**src/pkg/tecfd_consts.svh**
```systemverilog
// offsets, field positions, reset values and counts of the timer block
// assumes inclusion by bare name from the package, the checker and the bench
`ifndef TECFD_CONSTS_SVH
`define TECFD_CONSTS_SVH
`define TECFD_ADDR_W 3
`define TECFD_OFS_CTRL 3'h0
`define TECFD_OFS_DATA 3'h1
`define TECFD_OFS_AUX 3'h2
`define TECFD_OFS_PORT 3'h3
`define TECFD_OFS_INT 3'h4
`define TECFD_CTRL_RST 8'h08
`define TECFD_CTRL_MASK 8'hf8
`define TECFD_AUX_RST 8'h00
`define TECFD_AUX_MASK 8'h3f
`define TECFD_PORT_RST 8'h1c
`define TECFD_PORT_MASK 8'h1f
`define TECFD_INT_RST 8'h00
`define TECFD_INT_MASK 8'h03
`define TECFD_B_MODE_HI 7
`define TECFD_B_MODE_LO 6
`define TECFD_B_SRC 5
`define TECFD_B_RUN 4
`define TECFD_B_EDGE 3
`define TECFD_B_PSC_HI 2
`define TECFD_B_PSC_LO 0
`define TECFD_B_DSEL 3
`define TECFD_B_DEN_HI 5
`define TECFD_B_DEN_LO 4
`define TECFD_B_P0 0
`define TECFD_B_P1 1
`define TECFD_B_TC_DIR 2
`define TECFD_B_PFD_DIR 3
`define TECFD_B_PFDN_DIR 4
`define TECFD_B_IEN 0
`define TECFD_B_IFLAG 1
`define TECFD_DIV4_LAST 2'h3
`define TECFD_CNT_FULL 8'hff
`endif

```
**src/pkg/tecfd_pkg.sv**
```systemverilog
// types shared by the timer block and its bench
// assumes the constants header sits beside it
package tecfd_pkg;
	`include "tecfd_consts.svh"

	// operating modes of the counter
	typedef enum logic [1:0] {
		MODE_NONE    = 2'b00,
		MODE_EVENT   = 2'b01,
		MODE_TIMER   = 2'b10,
		MODE_CAPTURE = 2'b11
	} tecfd_mode_t;

	// single-shot capture sequence, gray along idle-armed-count
	typedef enum logic [1:0] {
		CAP_IDLE  = 2'b00,
		CAP_ARMED = 2'b01,
		CAP_COUNT = 2'b11
	} tecfd_cap_t;
endpackage

```
**src/tecfd_timer.sv**
```systemverilog
// 8-bit count-up timer / event counter with pulse capture and frequency divider
// assumes one 10 MHz clock, inputs synchronous to it, register port master
//
// The placing of the registers and the strobed register port were left to the implementer.
`timescale 1ns/100ps

module tecfd_timer
	import tecfd_pkg::*;
#(
	parameter int PSC_W = 7
) (
	// clock, reset, freeze
	input  wire logic                     I_CLK,
	input  wire logic                     I_RESET_N,
	input  wire logic                     I_CE,
	// register port
	input  wire logic [`TECFD_ADDR_W-1:0] I_ADDR,
	input  wire logic [7:0]               I_WDATA,
	input  wire logic                     I_WR,
	input  wire logic                     I_RD,
	output logic      [7:0]               O_RDATA,
	// pins and system
	input  wire logic                     I_TC,
	input  wire logic                     I_LXT,
	input  wire logic                     I_OTHER_OVF,
	input  wire logic                     I_SLEEP,
	output logic                          O_IRQ,
	output logic                          O_WAKE,
	output logic                          O_PFD,
	output logic                          O_PFD_N
);

	// software registers
	logic [7:0]  ctrl;
	logic [7:0]  aux;
	logic [7:0]  port;
	logic        irq_enable;
	logic        irq_flag;
	logic [7:0]  preload;
	logic [7:0]  cnt;

	// clocking and edges
	logic [1:0]       div4;
	logic             lxt_s1;
	logic             lxt_s2;
	logic             lxt_d;
	logic             tc_s1;
	logic             tc_s2;
	logic             tc_d;
	logic [PSC_W-1:0] psc;
	tecfd_cap_t       cap_state;
	logic             pfd_q;

	// decoded fields
	tecfd_mode_t mode;
	logic        run_enable;
	logic        edge_select;
	logic        clock_source_select;
	logic [2:0]  prescaler_ratio;
	logic        divider_source_select;
	logic [1:0]  divider_output_enable;

	// combinational terms
	logic             wr_ctrl;
	logic             wr_data;
	logic             src_tick;
	logic             int_tick;
	logic [PSC_W-1:0] psc_mask;
	logic             tc_ok;
	logic             tc_rise;
	logic             tc_fall;
	logic             start_edge;
	logic             stop_edge;
	logic             cap_stop;
	logic             counting;
	logic             tick;
	logic             ovf;
	logic [7:0]       reload;
	logic             sel_ovf;
	logic             next_pfd;
	logic             pfd_act;
	logic             pfdn_act;

	// field decode
	assign mode                  = tecfd_mode_t'(ctrl[`TECFD_B_MODE_HI:`TECFD_B_MODE_LO]);
	assign clock_source_select   = ctrl[`TECFD_B_SRC];
	assign run_enable            = ctrl[`TECFD_B_RUN];
	assign edge_select           = ctrl[`TECFD_B_EDGE];
	assign prescaler_ratio       = aux[`TECFD_B_PSC_HI:`TECFD_B_PSC_LO];
	assign divider_source_select = aux[`TECFD_B_DSEL];
	assign divider_output_enable = aux[`TECFD_B_DEN_HI:`TECFD_B_DEN_LO];
	assign wr_ctrl               = I_WR && (I_ADDR == `TECFD_OFS_CTRL);
	assign wr_data               = I_WR && (I_ADDR == `TECFD_OFS_DATA);

	// internal source: falling edge of clock/4, or of the synchronised crystal
	assign src_tick = clock_source_select ? (lxt_d && !lxt_s2)
	                                      : (div4 == `TECFD_DIV4_LAST);

	// prescaler fires when the low n bits wrap, so code 0 passes every tick
	assign psc_mask = PSC_W'((8'h01 << prescaler_ratio) - 8'h01);
	assign int_tick = src_tick && ((psc & psc_mask) == psc_mask);

	// timer input edges, only when the pin is an input in a pin mode
	assign tc_ok   = port[`TECFD_B_TC_DIR] && mode[0];
	assign tc_rise = tc_ok && tc_s2 && !tc_d;
	assign tc_fall = tc_ok && !tc_s2 && tc_d;

	// capture start and stop edges follow the edge select bit
	assign start_edge = edge_select ? tc_rise : tc_fall;
	assign stop_edge  = edge_select ? tc_fall : tc_rise;
	assign cap_stop   = run_enable && (mode == MODE_CAPTURE)
	                    && (cap_state == CAP_COUNT) && stop_edge;

	// count qualification per mode
	always_comb begin
		counting = 1'b0;
		tick     = 1'b0;
		unique case (mode)
			MODE_TIMER: begin
				counting = run_enable;
				tick     = run_enable && int_tick;
			end
			MODE_EVENT: begin
				counting = 1'b0;
				// edges bypass the prescaler and are counted even in sleep
				tick     = run_enable && (edge_select ? tc_fall : tc_rise);
			end
			MODE_CAPTURE: begin
				counting = run_enable && (cap_state == CAP_COUNT);
				tick     = counting && !stop_edge && int_tick;
			end
			MODE_NONE: begin
				counting = 1'b0;
				tick     = 1'b0;
			end
		endcase
	end

	// overflow and reload value; a preload written in the same cycle wins
	assign ovf    = tick && (cnt == `TECFD_CNT_FULL);
	assign reload = wr_data ? I_WDATA : preload;

	// divider source and next state
	assign sel_ovf  = divider_source_select ? I_OTHER_OVF : ovf;
	assign next_pfd = sel_ovf ? !pfd_q : pfd_q;

	// output gating: dual uses bit zero, single uses bit one
	assign pfd_act  = (divider_output_enable != 2'b00) && !port[`TECFD_B_PFD_DIR]
	                  && (divider_output_enable[1] ? port[`TECFD_B_P0]
	                                               : port[`TECFD_B_P1]);
	assign pfdn_act = divider_output_enable[1] && port[`TECFD_B_P0]
	                  && !port[`TECFD_B_PFDN_DIR];

	// clock/4 divider runs free, not restarted by counting; it stalls only while I_CE is low
	always_ff @(posedge I_CLK or negedge I_RESET_N) begin
		if (!I_RESET_N) begin
			div4 <= 2'h0;
		end else if (I_CE) begin
			div4 <= div4 + 2'h1;
		end
	end

	// synchronisers; the first stage feeds only the second
	always_ff @(posedge I_CLK or negedge I_RESET_N) begin
		if (!I_RESET_N) begin
			lxt_s1 <= 1'b0;
			lxt_s2 <= 1'b0;
			lxt_d  <= 1'b0;
			tc_s1  <= 1'b0;
			tc_s2  <= 1'b0;
			tc_d   <= 1'b0;
		end else if (I_CE) begin
			lxt_s1 <= I_LXT;
			lxt_s2 <= lxt_s1;
			lxt_d  <= lxt_s2;
			tc_s1  <= I_TC;
			tc_s2  <= tc_s1;
			tc_d   <= tc_s2;
		end
	end

	// prescaler restarts whenever counting stops so each start is clean
	always_ff @(posedge I_CLK or negedge I_RESET_N) begin
		if (!I_RESET_N) begin
			psc <= '0;
		end else if (I_CE) begin
			if (!counting) begin
				psc <= '0;
			end else if (src_tick) begin
				psc <= psc + PSC_W'(1);
			end
		end
	end

	// control register; software write beats the hardware stop
	always_ff @(posedge I_CLK or negedge I_RESET_N) begin
		if (!I_RESET_N) begin
			ctrl <= `TECFD_CTRL_RST;
		end else if (I_CE) begin
			if (wr_ctrl) begin
				ctrl <= I_WDATA & `TECFD_CTRL_MASK;
			end else if (cap_stop) begin
				ctrl[`TECFD_B_RUN] <= 1'b0;
			end
		end
	end

	// auxiliary and port registers
	always_ff @(posedge I_CLK or negedge I_RESET_N) begin
		if (!I_RESET_N) begin
			aux  <= `TECFD_AUX_RST;
			port <= `TECFD_PORT_RST;
		end else if (I_CE) begin
			if (I_WR && (I_ADDR == `TECFD_OFS_AUX)) begin
				aux <= I_WDATA & `TECFD_AUX_MASK;
			end
			if (I_WR && (I_ADDR == `TECFD_OFS_PORT)) begin
				port <= I_WDATA & `TECFD_PORT_MASK;
			end
		end
	end

	// preload register holds a written value until the next data write
	always_ff @(posedge I_CLK or negedge I_RESET_N) begin
		if (!I_RESET_N) begin
			preload <= 8'h00;
		end else if (I_CE && wr_data) begin
			preload <= I_WDATA;
		end
	end

	// counter: immediate load when off, reload on overflow
	always_ff @(posedge I_CLK or negedge I_RESET_N) begin
		if (!I_RESET_N) begin
			cnt <= 8'h00;
		end else if (I_CE) begin
			if (wr_data && !run_enable) begin
				cnt <= I_WDATA;
			end else if (ovf) begin
				cnt <= reload;
			end else if (tick) begin
				cnt <= cnt + 8'h01;
			end
		end
	end

	// capture sequence: arm on run, count from start edge, stop on return edge
	always_ff @(posedge I_CLK or negedge I_RESET_N) begin
		if (!I_RESET_N) begin
			cap_state <= CAP_IDLE;
		end else if (I_CE) begin
			if (!run_enable || (mode != MODE_CAPTURE)) begin
				cap_state <= CAP_IDLE;
			end else begin
				unique case (cap_state)
					CAP_IDLE: begin
						cap_state <= CAP_ARMED;
					end
					CAP_ARMED: begin
						if (start_edge) begin
							cap_state <= CAP_COUNT;
						end
					end
					CAP_COUNT: begin
						if (stop_edge) begin
							cap_state <= CAP_IDLE;
						end
					end
					default: begin
						cap_state <= CAP_IDLE;
					end
				endcase
			end
		end
	end

	// interrupt enable and request flag; overflow set wins over a clear
	always_ff @(posedge I_CLK or negedge I_RESET_N) begin
		if (!I_RESET_N) begin
			irq_enable <= 1'b0;
			irq_flag   <= 1'b0;
		end else if (I_CE) begin
			if (I_WR && (I_ADDR == `TECFD_OFS_INT)) begin
				irq_enable <= I_WDATA[`TECFD_B_IEN];
				irq_flag   <= I_WDATA[`TECFD_B_IFLAG] || ovf;
			end else if (ovf) begin
				irq_flag <= 1'b1;
			end
		end
	end

	// interrupt and wake outputs; a flag already set blocks the wake
	always_ff @(posedge I_CLK or negedge I_RESET_N) begin
		if (!I_RESET_N) begin
			O_IRQ  <= 1'b0;
			O_WAKE <= 1'b0;
		end else if (I_CE) begin
			O_IRQ  <= irq_flag && irq_enable;
			O_WAKE <= ovf && I_SLEEP && !irq_flag;
		end
	end

	// divider flip-flop and gated pins, outputs aligned with the toggle
	always_ff @(posedge I_CLK or negedge I_RESET_N) begin
		if (!I_RESET_N) begin
			pfd_q   <= 1'b0;
			O_PFD   <= 1'b0;
			O_PFD_N <= 1'b0;
		end else if (I_CE) begin
			pfd_q   <= next_pfd;
			O_PFD   <= pfd_act && next_pfd;
			O_PFD_N <= pfdn_act && !next_pfd;
		end
	end

	// read port: data stands only in the cycle after the strobe
	always_ff @(posedge I_CLK or negedge I_RESET_N) begin
		if (!I_RESET_N) begin
			O_RDATA <= 8'h00;
		end else if (I_CE) begin
			if (I_RD) begin
				unique case (I_ADDR)
					`TECFD_OFS_CTRL: O_RDATA <= ctrl & `TECFD_CTRL_MASK;
					`TECFD_OFS_DATA: O_RDATA <= cnt;
					`TECFD_OFS_AUX:  O_RDATA <= aux;
					`TECFD_OFS_PORT: O_RDATA <= port;
					`TECFD_OFS_INT:  O_RDATA <= {6'h00, irq_flag, irq_enable};
					default:         O_RDATA <= 8'h00;
				endcase
			end else begin
				O_RDATA <= 8'h00;
			end
		end
	end

endmodule // tecfd_timer

```
**config.mk**
```make
export PLATFORM = sky130hd
export DESIGN_NAME = tecfd_timer
export DESIGN_NICKNAME = d
export VERILOG_FILES = /design/src/pkg/tecfd_pkg.sv /design/src/tecfd_timer.sv
export VERILOG_INCLUDE_DIRS = /design/src /design/src/pkg
export SDC_FILE = /design/constraint.sdc
export NUM_CORES = 1
export LEC_CHECK = 0
export BUFFER_PORTS_ARGS = -buffer_cell sky130_fd_sc_hd__buf_2
export CORE_UTILIZATION = 59
export CTS_CLUSTER_DIAMETER = 60
export CTS_CLUSTER_SIZE = 30
export DETAILED_ROUTE_END_ITERATION = 7
export PLACE_DENSITY = 0.84
export SYNTH_ARGS = -nofsm -noshare
export SYNTH_HDL_FRONTEND = slang
export SYNTH_SLANG_ARGS = --single-unit
```
**constraint.sdc**
```tcl
create_clock -name I_CLK -period 3 [get_ports I_CLK]
set_clock_uncertainty 0.2 [all_clocks]
set_input_delay 0.6 -clock I_CLK [delete_from_list [all_inputs] [get_ports I_CLK]]
set_output_delay 0.6 -clock I_CLK [all_outputs]
set_load 0.03 [all_outputs]
```
==> run metrics, run 1 <==
outcome=finished, final reports clean; Net Switching=853 uW; number of flops mapped to enable cells by yosys=0; Critical R2R Launch=ctrl[4]$_DFFE_PN0P_; IO buf count=31; total CTS buffers=9; first-pass GRT wire length=13,500 um; Post-Syn Nets=354; Seq cells post-synth=64; sw frac=32.4%; Reg power frac=47.5%; die width=79.2 um; CTS sink count=64; yosys warns=0; placer congestion estimate=0.974; Top delay family on crit path=compound AO/OA/AOI/OAI gates; crit share post-route=85.2%; # IOs=32; largest net degree at the start of global routing=40; sequential area share after synthesis=45.7%; slowest stage cell, crit path=dfrtp_1; Data required, critical path=3.03 ns; DRT antenna net count=0; n_diodes=0; share of layout cells above drive strength 1=28.4%; RSZ-0062 raised after global routing=false; wire per inst=18.3 um; Post-CTS Resized=0; worst slew pin tran=0.669 ns; DRC errors left=0; Post-CTS Setup Inserts=0; CP arrival=2.59 ns; clk root buf=clkbuf_8; hold crit path type=in -> async; H-tree depth=3; Die Ht=79.2 um; slowest cell delay on critical path=0.61 ns; area of the core=5610 um2; first-pass detailed-route iteration total=4; Clock Pin Slew Worst Setup and Hold Paths=0.07 ns; fraction of registers with async set/reset=100%; Clk pwr share=28.6%; DIE AREA=6270 um2; setup TNS=0 ns; crit-path cells=a21bo_2 > o2111a_1 > a21oi_2 > nand3_2 > a31oi_4 > o31ai_1 > a211o_1; commonest cells after routing, fill and taps aside=dfrtp_1, mux2_2, buf_2; Skew-Pair Late Insertion Delay=0.34 ns; Maximum Capacitance Violations=0; Final Routed Wirelength=8110 um; Via Count=2,759; Cell Pwr Density=665 nW/um2; area delta synth->final=12.6%; VDD IR max=365 uV; predominant post-synthesis flop cell=dfrtp_1; CP Class=reg -> reg; number of global-route vias before repair=2,689; fmax=391 MHz; Synth Cell Area=3510 um2; final hold vios=0; Crit. End Element=register; Tot GR Track Use=28.7%; crit-path max FO=13; R2R setup slack=0.44 ns; CP Depth=7; fin crit period=2.56 ns; Tot Pwr=2.63 mW; total grt overflow=0; PnR worst setup slack=0.443 ns; Worst R2R End=cnt[7]$_DFFE_PN0P_; Gate power share=23.9%; R2R cell count=7; Initial Utilization=62.6%; Rel. slew slack=55.1%; commonest non-fill, non-tap cell in the layout=dfrtp_1; crit path buf inv count=0; Final nets=388; Slew Viols, Final=0; First DRT Iteration DRCs=211; num rows=27; DP Worst Slack=0.500 ns; Clock Tree Buf Depth=2; P_leak=1.75 nW; CTS tree=done; Synth Instances=331; Syn Area/Cell=10.6 um2; nature of the critical path startpoint=register; setup violators final=0; CTS hold repair buffers=0; Synth cell types=62; initial antenna violation count=0; Int Power=1.78 mW; hpwl dp=5830 um; Vias/cell=6.24
worst max path at each step:
| stage | from | end | slack, ns |
|---|---|---|---|
| 2_1_floorplan | I_ADDR[1] | cnt[1]$_DFFE_PN0P_ | 0.85 |
| 3_3_place_gp | I_ADDR[0] | preload[0]$_DFFE_PN0P_ | 0.54 |
| 3_5_place_dp | I_ADDR[1] | cnt[7]$_DFFE_PN0P_ | 0.50 |
| 4_1_cts | ctrl[4]$_DFFE_PN0P_ | cnt[7]$_DFFE_PN0P_ | 0.49 |
| 5_1_grt | ctrl[4]$_DFFE_PN0P_ | cnt[7]$_DFFE_PN0P_ | 0.32 |
| 6_report | ctrl[4]$_DFFE_PN0P_ | cnt[7]$_DFFE_PN0P_ | 0.44 |
registers in the layout (all words and copies together) (netlist names):
name,cells
O_IRQ,1
O_PFD,1
O_PFD_N,1
O_RDATA,8
O_WAKE,1
aux,6
cap_state,2
cnt,8
ctrl,5
div4,2
irq_enable,1
irq_flag,1
lxt_d,1
lxt_s1,1
lxt_s2,1
pfd_q,1
port,5
preload,8
psc,7
tc_d,1
tc_s1,1
tc_s2,1
power groups by stage:
stage	clock, mW	sequential [mW]	combinational (mW)
2_1_floorplan	0	1.21	0.467
5_1_grt	0.792	1.27	0.696
3_5_place_dp	0	1.26	0.619
3_3_place_gp	0	1.25	0.599
6_report	0.753	1.25	0.628
4_1_cts	0.755	1.24	0.626
per-stage QoR:
step | hold WS, ns | std cells | instance area (um2) | util, %
after floorplan | 0.104 | 331 | 3510 | -
after global placement | 0.261 | 426 | 3750 | 67.0
after detailed placement | 0.269 | 426 | 3750 | 67.0
after CTS | 0.0866 | 442 | 3950 | 70.5
after global routing | 0.110 | 442 | 3950 | 70.5
final | 0.0695 | 442 | 3950 | 70.5
area by class of cell:
type | count | area (um2)
clock buffer | 13 | 159
clock inverter | 3 | 40.0
fill | 407 | 1650
inverter | 16 | 60.1
multi-input combinational | 236 | 1780
sequential | 64 | 1610
tap | 72 | 90.1
timing repair buffer | 38 | 220
layer usage:
layer	track usage [%]	wire, um	up-vias	share of wire (%)
li1	-	-	1278	-
met1	38.7	3480	1347	43
met2	44.7	3840	113	47
met3	5.29	569	21	7.0
met4	13.8	214	0	2.6
met5	0	0	-	0
worst register-to-register path, delay by kind of cell (launching register included):
kind / cells / cell delay [ns]
flops: 1 / 0.61
compound gates: 6 / 1.49
simple gates: 1 / 0.15
logic make-up (layout without fill, tap and decap cells):
kind of cell	count (synthesis)	in the layout	synth area share, %
fa+ha+maj	3	3	1.07
compound gates	80	80	16.9
mux	47	47	15.3
buf+inv	31	70	3.63
xor+xnor	9	9	2.24
flops	64	64	45.7
simple gates	97	97	15.1
synth_stat cells (5+ instances only):
master,instances,area share (%)
dfrtp_1,60,43
mux2_2,33,11
nand2_1,29,3.1
a21oi_1,18,2.6
inv_1,16,1.7
nor2_1,16,1.7
nand3_1,14,2.0
mux2i_1,11,3.1
o21ai_0,11,1.6
clkbuf_1,9,0.96
o2bb2ai_1,8,2.0
o21ai_1,7,1.0
nand2b_1,5,0.89
nor3_1,5,0.71
o31ai_1,5,1.1
xor2_1,5,1.2
(Power assumes the default switching activity.)
==> inputs of run 2 (changes only) <==
--- a/config.mk
+++ b/config.mk
@@ -11,7 +11,7 @@
 export CTS_CLUSTER_DIAMETER = 60
 export CTS_CLUSTER_SIZE = 30
 export DETAILED_ROUTE_END_ITERATION = 7
-export PLACE_DENSITY = 0.84
+export PLACE_DENSITY = 0.79
 export SYNTH_ARGS = -nofsm -noshare
 export SYNTH_HDL_FRONTEND = slang
 export SYNTH_SLANG_ARGS = --single-unit
==> run 2 against run 1 <==
Routed wire length fell by 1.7%. Count of clock-buffer cells in the layout unchanged. First-iteration DRC count decreased by 18%. Worst setup slack improved by 0.096 ns. Hold slack improved by 0.00093 ns. Utilization up 0.089 points. Critical endpoint unchanged. Highest routed layer unchanged.
==> run metrics, run 2 (synthesized netlist as in run 1, its figures left out) <==
Final Routed Wirelength=7970 um (-1.7%); area of the core=5610 um2 (unchanged); clk root buf=clkbuf_8; number of global-route vias before repair=2,671 (-0.67%); Skew-Pair Late Insertion Delay=0.34 ns (about the same); largest net degree at the start of global routing=30 (-25%); Clock Pin Slew Worst Setup and Hold Paths=0.08 ns (about the same); P_leak=1.75 nW (about the same); crit-path cells=buf_2 > nor2_1 > and3_1 > nand2b_1 > a31oi_4 > o31ai_1 > a211o_1; total grt overflow=0 (unchanged); worst slew pin tran=0.650 ns (-0.0189 ns); area delta synth->final=12.7%; outcome=finished, final reports clean; VDD IR max=325 uV (-11%); Die Ht=79.2 um (unchanged); DRC errors left=0 (unchanged); Rel. slew slack=56.6% (+1.5 points); Initial Utilization=62.6% (unchanged); RSZ-0062 raised after global routing=false; Largest regs=O_RDATA x8, cnt x8, preload x8; CTS sink count=64 (unchanged); first-pass GRT wire length=13,400 um (-1.2%); CTS hold repair buffers=0 (unchanged); CP Class=in -> reg; Worst R2R End=cnt[7]$_DFFE_PN0P_; Post-CTS Setup Inserts=0 (unchanged); fmax=406 MHz (+3.9%); first-pass detailed-route iteration total=5 (+1); First DRT Iteration DRCs=174 (-18%); IO buf count=31 (unchanged); total CTS buffers=9 (unchanged); hold crit path type=in -> async; Slew Viols, Final=0 (unchanged); commonest non-fill, non-tap cell in the layout=dfrtp_1; fillers=434 (+6.6%); num rows=27 (unchanged); setup TNS=0 ns (unchanged); Post-CTS Resized=0 (unchanged); die width=79.2 um (unchanged); Cell Count, Final, Fillers Out=441 (-0.23%); CP arrival=2.48 ns (-0.11 ns); DIE AREA=6270 um2 (unchanged); H-tree depth=3 (unchanged); slowest cell delay on critical path=0.40 ns (-0.21 ns); share of layout cells above drive strength 1=28.2% (-0.19 points); hpwl dp=5760 um (-1.3%); # IOs=32 (unchanged); Clock Tree Buf Depth=2 (unchanged); n_diodes=0 (unchanged); CTS tree=done; Cell Pwr Density=690 nW/um2 (+3.7%); placer congestion estimate=0.973 (-0.13%); final hold vios=0 (unchanged); Via Count=2,733 (-0.94%); wire per inst=18.1 um (-1.4%); slowest stage cell, crit path=a31oi_4; Crit. End Element=register; Final nets=387 (-0.26%); initial antenna violation count=0 (unchanged); DRT antenna net count=0 (unchanged); nature of the critical path startpoint=primary input; setup violators final=0 (unchanged); fin crit period=2.46 ns (-0.0957 ns); Maximum Capacitance Violations=0 (unchanged); R2R cell count=7 (unchanged); crit share post-route=82.1% (-3.2 points); Post-Place Cells=425 (-0.23%); commonest cells after routing, fill and taps aside=dfrtp_1, mux2_2, buf_2; Data required, critical path=3.02 ns (about the same); Critical R2R Launch=ctrl[3]$_DFFE_PN1P_; crit-path max FO=15 (+2); R2R setup slack=0.55 ns (+0.11 ns); Vias/cell=6.20 (-0.72%); Tot GR Track Use=28.4% (-0.38 points)
==> run 2: cell count changes in the layout (fill, tap and decap cells not counted), sizes merged <==
cell and delta:
clkinv -1, bufinv +1, buf -1
==> run 2: how the worst max path moves through the flow <==
stage	startpoint	cells after the start	to	slack [ns]
2_1_floorplan	I_ADDR[1]	6	cnt[1]$_DFFE_PN0P_	0.85
6_report	I_ADDR[1]	7	cnt[7]$_DFFE_PN0P_	0.54
4_1_cts	ctrl[3]$_DFFE_PN1P_	7	cnt[7]$_DFFE_PN0P_	0.55
3_3_place_gp	I_ADDR[1]	7	cnt[7]$_DFFE_PN0P_	0.34
5_1_grt	I_ADDR[1]	7	cnt[7]$_DFFE_PN0P_	0.36
3_5_place_dp	I_ADDR[1]	7	cnt[7]$_DFFE_PN0P_	0.23
==> run 2: power by group <==
group          leakage (nW)  switching, mW  total, mW  internal (mW)
registers             0.804          0.203       1.25           1.05
logic                 0.834          0.334      0.638          0.304
clock network         0.114          0.329      0.842          0.513
total                  1.75          0.865       2.73           1.87
==> run 2: layout make-up <==
class / count / area [um2] / share of cell area (%)
Multi-Input combinational cell: 236 / 1780 / 44.9
Sequential cell: 64 / 1610 / 40.6
Timing Repair Buffer: 37 / 200 / 5.06
Clock buffer: 13 / 159 / 4.01
Tap cell: 72 / 90.1 / 2.28
Clock inverter: 3 / 65.1 / 1.64
Inverter: 16 / 60.1 / 1.52
==> run 2: critical path: cells and delay by family <==
family / cells / cell delay (ns)
AOI/OAI and AO/OA: 3 / 0.83
and+or+nand+nor: 3 / 0.84
buffers and inverters: 1 / 0.20
==> run 2: metrics by stage <==
step	hold WS (ns)	instance area, um2	total power [mW]	worst slack [ns]	utilization [%]
floorplan	0.104	3510	1.67	0.850	-
global placement	0.264	3730	1.87	0.343	66.6
detailed placement	0.267	3730	1.88	0.235	66.6
CTS	0.0872	3960	2.73	0.553	70.6
global route	0.105	3960	2.87	0.361	70.6
finish	0.0704	3960	2.73	0.538	70.6
==> run 2: per-layer routing <==
layer / up-vias / wire [um] / GRT usage, %
met5: - / 0 / 0
met4: 0 / 185 / 12.2
met3: 24 / 417 / 5.75
met2: 96 / 3690 / 43.2
met1: 1334 / 3680 / 39.2
li1: 1279 / - / -
==> inputs of run 3 (changes only) <==
--- a/config.mk
+++ b/config.mk
@@ -6,6 +6,7 @@
 export SDC_FILE = /design/constraint.sdc
 export NUM_CORES = 1
 export LEC_CHECK = 0
+export ABC_AREA = 1
 export BUFFER_PORTS_ARGS = -buffer_cell sky130_fd_sc_hd__buf_2
 export CORE_UTILIZATION = 59
 export CTS_CLUSTER_DIAMETER = 60
==> constraint.sdc (replaced) <==
create_clock -name I_CLK -period 2.43 [get_ports I_CLK]
set_clock_uncertainty 0.2 [all_clocks]
set_input_delay 0.486 -clock I_CLK [delete_from_list [all_inputs] [get_ports I_CLK]]
set_output_delay 0.486 -clock I_CLK [all_outputs]
set_load 0.03 [all_outputs]
==> run 3 against run 2 <==
Largest cell class is now registers. Die area is 3.6% lower. Highest routed layer unchanged. Largest power group unchanged. Synthesized cell count is 25% higher. Non-clock buffer count is 2 higher. Register-to-register slack worse by 0.13 ns. Combinational power is 24% higher. Critical path depth is 5 higher. Utilization is 0.38 points lower.
==> run metrics, run 3 <==
placer congestion estimate=0.920 (-5.5%); die width=77.7 um (-1.8%); Slew Viols, Final=0 (unchanged); most frequent cell on the critical path=nand2_1; area delta synth->final=14.3%; Clock Tree Buf Depth=2 (unchanged); crit-path max FO=7 (-8); CTS tree=done; met2 wire len=3840 um (+4.3%); Rel. slew slack=62.6% (+6.0 points); M1 WL=3720 um (+1.1%); clk root buf=clkbuf_8; num rows=27 (unchanged); DR WL met3=581 um (+39%); yosys warns=0 (unchanged); worst slew pin tran=0.559 ns (-0.0912 ns); multi-input logic area=1530 um2 (-14%); crit-path cells=nand2_1 > inv_2 > nand3_2 > nand2_1 > nand3_1 > nand2_4 > nand2_4 > inv_4 > nand2_1 > nand3_1 > nand3_1 > nand2_1; sequential area share after synthesis=47.5% (+1.7 points); total grt overflow=0 (unchanged); hold crit path type=in -> reg; commonest non-fill, non-tap cell in the layout=nand2_1; CTS sink count=64 (unchanged); Vias/cell=5.71 (-7.9%); slowest cell delay on critical path=0.57 ns (+0.17 ns); Tot GR Track Use=30.7% (+2.4 points); first-pass GRT wire length=13,800 um (+3.7%); Cell Pwr Density=825 nW/um2 (+20%); DIE AREA=6040 um2 (-3.6%); initial antenna violation count=0 (unchanged); predominant post-synthesis flop cell=dfrtp_1; fmax=497 MHz; Min-Delay Path Depth=3; RSZ-0062 raised after global routing=false; final hold vios=0 (unchanged); Skew-Pair Late Insertion Delay=0.36 ns (+0.02 ns); Die Ht=77.7 um (-1.8%); First DRT Iteration DRCs=204 (+17%); Critical R2R Launch=port[2]$_DFFE_PN1P_; Maximum Capacitance Violations=0 (unchanged); Synth Instances=415 (+25%); R2R cell count=12 (+5); Via Count=3,055 (+12%); Crit. End Element=register; setup violators final=0 (unchanged); CP Class=reg -> reg; DP Worst Slack=0.295 ns (+0.0600 ns); Commonest cells post-synth=nand2_1, dfrtp_1, inv_1; min-delay src=I_TC; Top Metal Used=met4; Initial Utilization=61.4% (-1.2 points); PnR worst setup slack=0.416 ns (-0.122 ns); Hold Path End=tc_s1$_DFFE_PN0P_; P_leak=1.93 nW (+9.9%); crit share post-route=82.9%; area of the core=5510 um2 (-1.8%); most frequent cell after synthesis=nand2_1; total CTS buffers=9 (unchanged); Synth Cell Area=3380 um2 (-3.7%); DRT antenna net count=0 (unchanged); number of global-route vias before repair=2,943 (+10%); Synth cell types=43 (-31%); share of layout cells above drive strength 1=19.2% (-9.0 points); top cell type's share of synthesized area=44.4% (+1.6 points); final core occ=70.2% (-0.38 points); Post-CTS Resized=0 (unchanged); n_diodes=0 (unchanged); first-pass detailed-route iteration total=5 (unchanged); Final Routed Wirelength=8370 um (+5.0%); nature of the critical path startpoint=register; fillers=436 (+0.46%); Post-CTS Setup Inserts=0 (unchanged); setup TNS=0 ns (unchanged); R2R setup slack=0.42 ns (-0.13 ns); commonest cells after routing, fill and taps aside=nand2_1, dfrtp_1, inv_1; Final nets=481 (+24%); CTS hold repair buffers=1 (+1); Clock Pin Slew Worst Setup and Hold Paths=0.08 ns (about the same); DRC errors left=0 (unchanged); Post-Syn Nets=438 (+24%); Synth area leaders=dfrtp_1, nand2_1, o21ai_0; area leader, netlist=dfrtp_1; number of flops mapped to enable cells by yosys=0 (unchanged); fraction of registers with async set/reset=100% (unchanged); H-tree depth=3 (unchanged); Largest regs=O_RDATA x8, cnt x8, preload x8; fin crit period=2.01 ns; Data required, critical path=2.52 ns (-0.50 ns); Hold Worst Slack=0.123 ns (+0.0522 ns); Worst R2R End=cnt[2]$_DFFE_PN0P_; # IOs=32 (unchanged); outcome=finished, final reports clean; largest net degree at the start of global routing=28 (-6.7%); Seq cells post-synth=64 (unchanged); IO buf count=31 (unchanged); FF+latch area=1610 um2 (unchanged); CP arrival=2.11 ns (-0.37 ns); VDD IR max=526 uV (+62%); wire per inst=15.6 um (-13%); slowest stage cell, crit path=dfstp_2; Syn Area/Cell=8.15 um2 (-23%); hpwl dp=6140 um (+6.7%)
==> run 3: worst max-delay path, delay by kind of cell, from the launching register on <==
| family | cells | cell delay (ns) |
|---|---|---|
| DFF | 1 | 0.57 |
| buffers and inverters | 2 | 0.20 |
| and+or+nand+nor | 10 | 0.97 |
==> run 3: logic make-up after synthesis <==
logic type	count (synthesis)	synth area share [%]
and+or+nand+nor	181	25.4
AOI/OAI and AO/OA	95	16.4
buffers and inverters	64	7.43
DFF	64	47.5
xor gates and xnor gates	7	1.81
adders and majority gates	3	1.11
muxes	1	0.333
==> run 3: power breakdown <==
group          switching (mW)  internal (mW)
clock                   0.443          0.472
sequential              0.198           1.28
combinational           0.497          0.296
==> run 3: final cells by class <==
type / count / share of cell area [%]
Clock inverter: 7 / 1.84
Multi-Input combinational cell: 287 / 39.4
Inverter: 57 / 5.66
Timing Repair Buffer: 39 / 5.95
Clock buffer: 9 / 3.20
Tap cell: 72 / 2.33
Sequential cell: 64 / 41.6
==> run 3: worst max-delay path by stage <==
stage,from,endpoint
after CTS,port[2]$_DFFE_PN1P_,cnt[2]$_DFFE_PN0P_
after detailed placement,I_ADDR[2],cnt[5]$_DFFE_PN0P_
after global placement,I_ADDR[2],cnt[3]$_DFFE_PN0P_
after floorplan,port[2]$_DFFE_PN1P_,cnt[7]$_DFFE_PN0P_
after global routing,cnt[0]$_DFFE_PN0P_,cnt[3]$_DFFE_PN0P_
final,port[2]$_DFFE_PN1P_,cnt[2]$_DFFE_PN0P_
==> run 3: layer usage <==
layer / global-route usage, % / vias to the layer above
met2: 47.9 / 112
li1: - / 1472
met4: 15.8 / 0
met1: 39.8 / 1444
met5: 0 / -
met3: 7.53 / 27
==> run 3: per-stage QoR <==
step	cell area (um2)	total power, mW	instances
floorplan	3380	2.01	415
global placement	3660	2.26	518
detailed placement	3660	2.27	518
CTS	3870	3.19	535
global route	3870	3.37	535
finish	3870	3.19	535
